File: src/rtl/halt_ctrl_pkg.sv
// Constants and carrier types for the CPU halt standby controller.
// Assumes one 20 MHz system clock and a synchronous active-high reset.
package halt_ctrl_pkg;

  localparam int unsigned PRIO_W = 3;
  localparam int unsigned PORT_W = 16;
  localparam logic [PRIO_W-1:0] PRIO_LOWEST = 3'h7;
  localparam int unsigned SYNC_STAGES = 2;

  typedef enum logic [1:0] {
    WAKE_NONE,
    WAKE_BRANCH,
    WAKE_CONTINUE,
    WAKE_PENDING
  } wake_action_t;

  // Request from the interrupt controller
  typedef struct packed {
    logic nmi_req;
    logic mask_req;
    logic [PRIO_W-1:0] mask_prio;
  } irq_req_t;

  // CPU state seen at halt time
  typedef struct packed {
    logic halt_insn;
    logic interrupts_enabled_state;
    logic in_service;
    logic in_service_nmi;
    logic [PRIO_W-1:0] service_prio;
  } cpu_state_t;

  // Decision handed back to the CPU
  typedef struct packed {
    logic wake;
    logic ack_nmi;
    logic ack_mask;
    wake_action_t action;
  } wake_result_t;

  // Timer clocking choices
  typedef struct packed {
    logic subclock_used;
    logic watch_main_sel;
    logic wdt2_main_sel;
  } timer_cfg_t;

endpackage : halt_ctrl_pkg

File: src/rtl/cpu_halt_standby_control.sv
// CPU-only halt standby controller: clock gating, wake decision, port hold.
// Assumes CPU and interrupt controller on sys_clk_i; pins pass through pin_sync.
`timescale 1ns/10ps
module cpu_halt_standby_control
  import halt_ctrl_pkg::*;
(
  input wire logic sys_clk_i,
  input wire logic reset_i,
  input wire logic reset_pin_n_i,
  input wire logic nmi_pin_i,
  input wire irq_req_t irq_i,
  input wire cpu_state_t cpu_i,
  input wire timer_cfg_t timer_cfg_i,
  input wire logic [PORT_W-1:0] port_live_i,
  output logic cpu_clk_en_o,
  output logic periph_clk_en_o,
  output logic osc_en_o,
  output logic halted_o,
  output logic cpu_hold_o,
  output logic ram_write_block_o,
  output logic pin_reset_o,
  output wake_result_t wake_o,
  output logic watch_timer_run_o,
  output logic wdt2_run_o,
  output logic [PORT_W-1:0] port_o
);

  ////////////////////////////////////////////////////////////////////////
  // Types and state

  typedef enum logic [1:0] {
    ST_NORMAL,
    ST_HALT,
    ST_WAKE
  } mode_t;

  typedef struct packed {
    mode_t mode;
    logic [PORT_W-1:0] port_hold;
    wake_result_t result;
    logic service_at_entry;
    logic service_nmi_at_entry;
    logic [PRIO_W-1:0] service_prio_at_entry;
    logic pin_reset;
  } state_t;

  state_t state_reg;
  state_t state_next;

  logic [1:0] pins_sync;
  logic nmi_sync;
  logic reset_pin_n_sync;
  logic nmi_seen;
  logic any_wake;
  logic mask_beats_service;

  ////////////////////////////////////////////////////////////////////////
  // Pin synchronisation

  pin_sync #(
    .WIDTH(2)
  ) u_pin_sync (
    .sys_clk_i(sys_clk_i),
    .reset_i(reset_i),
    .async_i({nmi_pin_i, !reset_pin_n_i}),
    .sync_o(pins_sync)
  );

  // Reset pin inverted so the cleared synchroniser reads idle
  assign nmi_sync = pins_sync[1];
  assign reset_pin_n_sync = !pins_sync[0];

  ////////////////////////////////////////////////////////////////////////
  // Priority helper

  // Lower number is higher priority
  function automatic logic prio_higher(input logic [PRIO_W-1:0] req, input logic [PRIO_W-1:0] cur);
    prio_higher = req < cur;
  endfunction : prio_higher

  ////////////////////////////////////////////////////////////////////////
  // Wake detection on the ungated clock

  assign nmi_seen = nmi_sync | irq_i.nmi_req;
  assign any_wake = nmi_seen | irq_i.mask_req;
  assign mask_beats_service = !state_reg.service_at_entry ||
    (!state_reg.service_nmi_at_entry && prio_higher(irq_i.mask_prio, state_reg.service_prio_at_entry));

  ////////////////////////////////////////////////////////////////////////
  // Next state

  always_comb begin
    state_next = state_reg;
    state_next.result = '0;
    state_next.result.action = WAKE_NONE;
    state_next.pin_reset = 1'b0;
    if (!reset_pin_n_sync) begin
      // Same sequence as ordinary reset
      state_next = '0;
      state_next.mode = ST_NORMAL;
      state_next.result.action = WAKE_NONE;
      state_next.pin_reset = 1'b1;
    end else begin
      unique case (state_reg.mode)
        ST_NORMAL: begin
          if (cpu_i.halt_insn) begin
            state_next.mode = ST_HALT;
            state_next.port_hold = port_live_i;
            state_next.service_at_entry = cpu_i.in_service;
            state_next.service_nmi_at_entry = cpu_i.in_service_nmi;
            state_next.service_prio_at_entry = cpu_i.service_prio;
          end
        end
        ST_HALT: begin
          if (any_wake) begin
            state_next.mode = ST_WAKE;
            state_next.result.wake = 1'b1;
            if (nmi_seen && !state_reg.service_nmi_at_entry) begin
              state_next.result.ack_nmi = 1'b1;
              state_next.result.action = WAKE_BRANCH;
            end else if (nmi_seen) begin
              state_next.result.action = WAKE_PENDING;
            end else if (!cpu_i.interrupts_enabled_state) begin
              state_next.result.action = WAKE_CONTINUE;
            end else if (mask_beats_service) begin
              state_next.result.ack_mask = 1'b1;
              state_next.result.action = WAKE_BRANCH;
            end else begin
              state_next.result.action = WAKE_PENDING;
            end
          end
        end
        ST_WAKE: begin
          state_next.mode = ST_NORMAL;
        end
        default: begin
          state_next.mode = ST_NORMAL;
        end
      endcase
    end
  end

  always_ff @(posedge sys_clk_i) begin
    if (reset_i) begin
      state_reg <= '0;
    end else begin
      state_reg <= state_next;
    end
  end

  ////////////////////////////////////////////////////////////////////////
  // Outputs

  assign halted_o = state_reg.mode == ST_HALT;
  assign cpu_clk_en_o = !halted_o;
  assign periph_clk_en_o = 1'b1;
  assign osc_en_o = 1'b1;
  assign cpu_hold_o = halted_o;
  assign ram_write_block_o = halted_o;
  assign pin_reset_o = state_reg.pin_reset;
  assign wake_o = state_reg.result;
  assign port_o = halted_o ? state_reg.port_hold : port_live_i;
  assign watch_timer_run_o = !halted_o || timer_cfg_i.subclock_used || timer_cfg_i.watch_main_sel;
  assign wdt2_run_o = !halted_o || timer_cfg_i.subclock_used || timer_cfg_i.wdt2_main_sel;

endmodule : cpu_halt_standby_control

File: src/rtl/pin_sync.sv
// Two-flop synchroniser for a bus of asynchronous pins.
// Assumes a single receiving clock; first stage feeds only the second.
`timescale 1ns/10ps
module pin_sync #(
  parameter int unsigned WIDTH = 1
) (
  input wire logic sys_clk_i,
  input wire logic reset_i,
  input wire logic [WIDTH-1:0] async_i,
  output logic [WIDTH-1:0] sync_o
);

  typedef struct packed {
    logic [WIDTH-1:0] stage1;
    logic [WIDTH-1:0] stage2;
  } sync_state_t;

  sync_state_t state_reg;
  sync_state_t state_next;

  always_comb begin
    state_next = state_reg;
    state_next.stage1 = async_i;
    state_next.stage2 = state_reg.stage1;
  end

  always_ff @(posedge sys_clk_i) begin
    if (reset_i) begin
      state_reg <= '0;
    end else begin
      state_reg <= state_next;
    end
  end

  assign sync_o = state_reg.stage2;

endmodule : pin_sync

File: config.mk
export PLATFORM = sky130hd
export DESIGN_NAME = cpu_halt_standby_control
export DESIGN_NICKNAME = d
export VERILOG_FILES = /design/src/rtl/halt_ctrl_pkg.sv /design/src/rtl/cpu_halt_standby_control.sv /design/src/rtl/pin_sync.sv
export SDC_FILE = /design/constraint.sdc
export NUM_CORES = 1
export LEC_CHECK = 0
export BUFFER_PORTS_ARGS = -buffer_cell sky130_fd_sc_hd__buf_2
export CAP_MARGIN = 25
export CELL_PAD_IN_SITES_DETAIL_PLACEMENT = 2
export CELL_PAD_IN_SITES_GLOBAL_PLACEMENT = 2
export CORE_MARGIN = 2
export CORE_UTILIZATION = 26
export DETAILED_ROUTE_END_ITERATION = 8
export PLACE_DENSITY_LB_ADDON = 0.1
export SETUP_SLACK_MARGIN = 0.15
export SLEW_MARGIN = 20
export SYNTH_ARGS = -nofsm -noshare
export SYNTH_HDL_FRONTEND = slang
export SYNTH_SLANG_ARGS = --single-unit
File: constraint.sdc
create_clock -name sys_clk_i -period 3.85 [get_ports sys_clk_i]
set_clock_uncertainty 0.2 [all_clocks]
set_input_delay 0.385 -clock sys_clk_i [delete_from_list [all_inputs] [get_ports sys_clk_i]]
set_output_delay 0.385 -clock sys_clk_i [all_outputs]
set_load 0.02 [all_outputs]
Word level (Yosys, flattened, before mapping)
Index checks and enable logic that the tools add are counted.
{"block": "classes", "order_cmp": 1, "n_eq_ne": 3, "n_mux": 15, "bitwise": 5, "n_reduce_logical": 18}
{"operator": "two-way mux 18 bit", "count": 1}
{"operator": "two-way mux 16 bit", "count": 1}
{"operator": "two-way mux 2 bit", "count": 5}
{"operator": "OR reduction 7 bit", "count": 1}
{"operator": "two-way mux 1 bit", "count": 6}
{"operator": "two-way mux 5 bit", "count": 1}
{"operator": "OR reduction 5 bit", "count": 1}
{"operator": "logical NOT 1 bit", "count": 4}
{"operator": "logical OR 1 bit", "count": 4}
{"operator": "case mux 2 bit (2 select lines)", "count": 1}
{"operator": "AND reduction 2 bit", "count": 2}
{"operator": "OR reduction 4 bit", "count": 1}
{"operator": "less-than comparator 3 bit", "count": 1}
{"operator": "NOT 1 bit", "count": 3}
{"operator": "OR reduction 3 bit", "count": 1}
{"operator": "equality test 2 x 1 -> 1 bit, second input constant", "count": 1}
{"operator": "logical AND 1 bit", "count": 2}
{"operator": "logical NOT 2 bit", "count": 1}
{"operator": "!= test 2 x 1 -> 1 bit, second input constant", "count": 1}
{"operator": "!= test 2 bit, second input constant", "count": 1}
{"operator": "bitwise OR 1 bit", "count": 2}
{"operator": "OR reduction 2 bit", "count": 1}
{"block": "totals", "reg_bits": 33, "input_bits": 35, "elab_cells": 55}

Longest topological paths before layout
{"block": "depth", "ltp_word": 8, "mapped_depth": 6, "mapped_depth_nobuf": 6}

Modules after synthesis
A second synthesis with hierarchy kept.
{"block": "hier_totals", "hier_cells": 200, "hier_area_um2": 1471.4}
{"mod": "cpu_halt_standby_control", "instances": 1, "cells_per_inst": 192, "area_per_inst_um2": 1366.3}
{"mod": "pin_sync", "instances": 1, "cells_per_inst": 8, "area_per_inst_um2": 105.1}

Worst setup path after synthesis
Ideal clock, no wire load.
{"block": "synth_timing", "path_type": "reg2out", "start": "reg state_reg[27] in the netlist's numbering", "end": "out watch_timer_run_o", "arrival_time_ns": 1.134, "path_slack_ns": 2.131, "path_stages_with_launch": 6, "path_buffers": 2, "path_cell_list": "dfxtp_1 > nor2b_2 > buf_6 > inv_4 > buf_6 > or3_1"}
{"block": "synth_via", "elab_chain_cells": 4}
{"element": "start, declared", "line_no": "cpu_halt_standby_control.sv:47", "text": "state_t state_reg;"}
{"element": "start signal, assigned", "line_no": "cpu_halt_standby_control.sv:147", "text": "state_reg <= state_next;"}
{"element": "equality test 2 x 1 -> 1 bit", "line_no": "cpu_halt_standby_control.sv:154", "text": "assign halted_o = state_reg.mode == ST_HALT;"}
{"element": "logical NOT 1 bit", "line_no": "cpu_halt_standby_control.sv:163", "text": "assign watch_timer_run_o = !halted_o || timer_cfg_i.subclock_used || timer_cfg_i.watch_main_sel;"}
{"element": "logical OR 1 bit (2 in a row)", "line_no": "cpu_halt_standby_control.sv:163"}
{"element": "end, declared", "line_no": "cpu_halt_standby_control.sv:23", "text": "output logic watch_timer_run_o,"}
Every way passes these cells.

Worst setup path in the final report
Ends and elaborated chain as after synthesis.

==> impl_metrics.env <==
export IMPL_status="finished clean"
export IMPL_tns_ns=0
export IMPL_grt_pass1_wl_um=7072
export IMPL_wirelength_um=4039
export IMPL_diodes=0
export IMPL_avgSynthCellArea_um2=7.381
export IMPL_postSynth_asyncResetShare_pct=0
export IMPL_holdWs_ns=0.05009
export IMPL_ys_seq_area_share_pct=44.97
export IMPL_largest_reg_flops=23
export IMPL_finalHoldViolations=0
export IMPL_die_area_mm2=0.006267
export IMPL_yosys_area_share_adder_pct=1.704
export IMPL_yosys_top_cells_area="dfxtp_1 45%, nand2_1 24%, a21oi_1 7.8%"
export IMPL_coreArea_mm2=0.005473
export IMPL_fillers=692
export IMPL_cp_slowest_cell="dfxtp_1"
export IMPL_clock_latency_ns=0.27
export IMPL_cp_arrival_ns=1.81
export IMPL_cp_cell_sequence="nor2b_2 -> buf_4 -> inv_4 -> or3_1 -> buf_2"
export IMPL_synth_xor_area_share_pct=0
export IMPL_yosys_warnings=0
export IMPL_start_kind="register"
export IMPL_ys_types=25
export IMPL_netlist_area_leader_share_pct=44.97
export IMPL_cts_root_buffer="clkbuf_8"
export IMPL_worstPathMaxFanout=22
export IMPL_clockBufferDepth=2
export IMPL_dr_total_vias=1420
export IMPL_fin_crit_ns=2.398
export IMPL_dp_cells=315
export IMPL_die_w_um=79.17
export IMPL_place_gp_congestion=0.6637
export IMPL_start_util_pct=26.84
export IMPL_slew_headroom_pct=41.82
export IMPL_synth_simple_gate_area_share_pct=32.62
export IMPL_syn2layout_area_growth_pct=25.30
export IMPL_synth_top_area_cell="dfxtp_1"
export IMPL_grt_start_max_net_pins=26
export IMPL_drive_above_1_share_pct=29.88
export IMPL_drv_slew=0
export IMPL_grt_pass1_vias=1550
export IMPL_grt_overflow_total=0
export IMPL_synth_top_cells_by_count="94 x nand2_1, 33 x dfxtp_1, 23 x a21oi_1"
export IMPL_path_buf_inv=3
export IMPL_cts_buffers=5
export IMPL_ioPinCount=65
export IMPL_vias_per_cell=4.396
export IMPL_post_drt_wl_per_cell_um=12.50
export IMPL_crit_family="simple AND/OR/NAND/NOR gates"
export IMPL_cts_setup_buffers=0
export IMPL_drcViolationCount=0
export IMPL_htreeDepth=2
export IMPL_syn_inst=199
export IMPL_rsz0062_at_grt="false"
export IMPL_numPortBuffers=62
export IMPL_worstSetupPathType="reg -> out"
export IMPL_fmax_ghz=0.4170
export IMPL_ys_ff_latch=33
export IMPL_synth_area_mm2=0.001469
export IMPL_die_y_um=79.17
export IMPL_cts_tree="built"
export IMPL_stdcell_count=323
export IMPL_path_clk_slew_ns=0.07
export IMPL_first_pass_iters=4
export IMPL_final_util_pct=33.63
export IMPL_slowest_delay_ns=0.32
export IMPL_critPathCaptureType="output port"
export IMPL_setup_viol=0
export IMPL_fin_crit_sh_pct=62.29
export IMPL_p_per_area_mw_per_mm2=420.2
export IMPL_post_dp_hpwl_um=2891
export IMPL_drt_iter0_drc=41
export IMPL_synthMostInstantiatedCell="nand2_1"
export IMPL_yosys_mux_area_fraction_pct=0
export IMPL_rows=27
export IMPL_max_slew_worst_pin_slew_ns=0.8727
export IMPL_postRouteAntennaNets=0
export IMPL_ir_drop_mv=0.1596
export IMPL_clock_sinks=33
export IMPL_layout_nets=288
export IMPL_critical_path_required_ns=3.26
export IMPL_cap_viol_max_count=0
export IMPL_gr_usage_all_layers_pct=14.33
export IMPL_synth_top_family_by_area="simple AND/OR/NAND/NOR gates"
export IMPL_synth_compound_area_share_pct=9.881
export IMPL_hp_class="in -> reg"
export IMPL_holdBufCountCts=0
export IMPL_ys_flop_type="dfxtp_1"
export IMPL_cts_resized=0
export IMPL_synth_edf_count=0
export IMPL_antenna_found_initial=0
export IMPL_p_leak_uw=0.0008922
## cell usage in the layout, fill, tap and decap left out
cell | netlist | layout
nand2_1 | 94 | 94
buf_2 | 8 | 62
dfxtp_1 | 33 | 33
a21oi_1 | 23 | 23
clkbuf_8 | 0 | 6
and2b_1 | 4 | 4
nor2_1 | 3 | 3
inv_1 | 2 | 2
or3_1 | 2 | 2
and2_1 | 2 | 2
nor3_1 | 2 | 2
ha_1 | 2 | 2
conb_1 | 1 | 2
nor2b_2 | 1 | 1
inv_4 | 1 | 1
or2_1 | 0 | 1
nor3_4 | 1 | 1
nor4_1 | 1 | 1
nor2b_1 | 1 | 1
a211oi_1 | 1 | 1
o21ai_0 | 1 | 1
o21ai_2 | 1 | 1
nor2_2 | 1 | 1
o31a_1 | 1 | 1
clkbuf_1 | 0 | 1
buf_8 | 0 | 1
buf_4 | 9 | 1
## layer usage
metal / up-vias / share of wire, % / track usage [%]
li1: 714 / - / -
met1: 660 / 45 / 17.05
met2: 40 / 48 / 25.00
met3: 6 / 5.6 / 4.091
met4: 0 / 1.2 / 4.138
met5: - / 0 / 0
## report_power, final
group / internal [uW] / leakage (uW) / switching, uW / total, uW
Clock: 142 / 0.0000443 / 118 / 260
Sequential: 359 / 0.000270 / 8.63 / 368
Combinational: 51.2 / 0.000578 / 94.6 / 146
Total: 552 / 0.000892 / 221 / 773
## cell families (layout without fill, tap and decap cells)
| group | after synthesis | count (layout) |
|---|---|---|
| buffers and inverters | 23 | 74 |
| other | 1 | 2 |
| AOI/OAI and AO/OA | 27 | 27 |
| and+or+nand+nor | 113 | 113 |
| adders and majority gates | 2 | 2 |
| DFF | 33 | 33 |
## area by class of cell
cell class / instances / area (um2) / share of cell area, %
sequential: 33 / 660.6 / 35.89
clock buffer: 7 / 86.33 / 4.691
tap: 72 / 90.09 / 4.895
timing repair buffer: 64 / 332.8 / 18.08
multi-input combinational: 144 / 656.9 / 35.69
inverter: 3 / 13.76 / 0.7478
## worst reg2reg max path: cells and delay by family (launching register included)
kind                   cells  cell delay, ns
AND/OR/NAND/NOR            2            0.61
buffers and inverters      2            0.42
flip-flops                 1            0.32
AO/OA/AOI/OAI              1            0.19
## path summary, 6_finish.rpt
path | to | slack, ns | startpoint | cells past startpoint
max | watch_timer_run_o | 1.45 | state_reg[27]$_SDFFE_PP0P_ | 5
min | u_pin_sync.state_next[0]$_SDFF_PP0_ | 0.05 | reset_pin_n_i | 2
max reg2reg | wake_o[0]$_SDFF_PP0_ | 2.06 | state_reg[27]$_SDFFE_PP0P_ | 5
min reg2reg | u_pin_sync.sync_o[0]$_SDFF_PP0_ | 0.23 | u_pin_sync.state_next[0]$_SDFF_PP0_ | 1
## through the flow
step	area (um2)	power (uW)	worst slack [ns]
after floorplan	1473	476.0	2.131
after global placement	1739	520.9	1.770
after detailed placement	1739	522.9	1.744
after CTS	1826	789.5	1.415
after global routing	1841	827.7	1.263
final	1841	773.4	1.452
(Power assumes the default switching activity.)
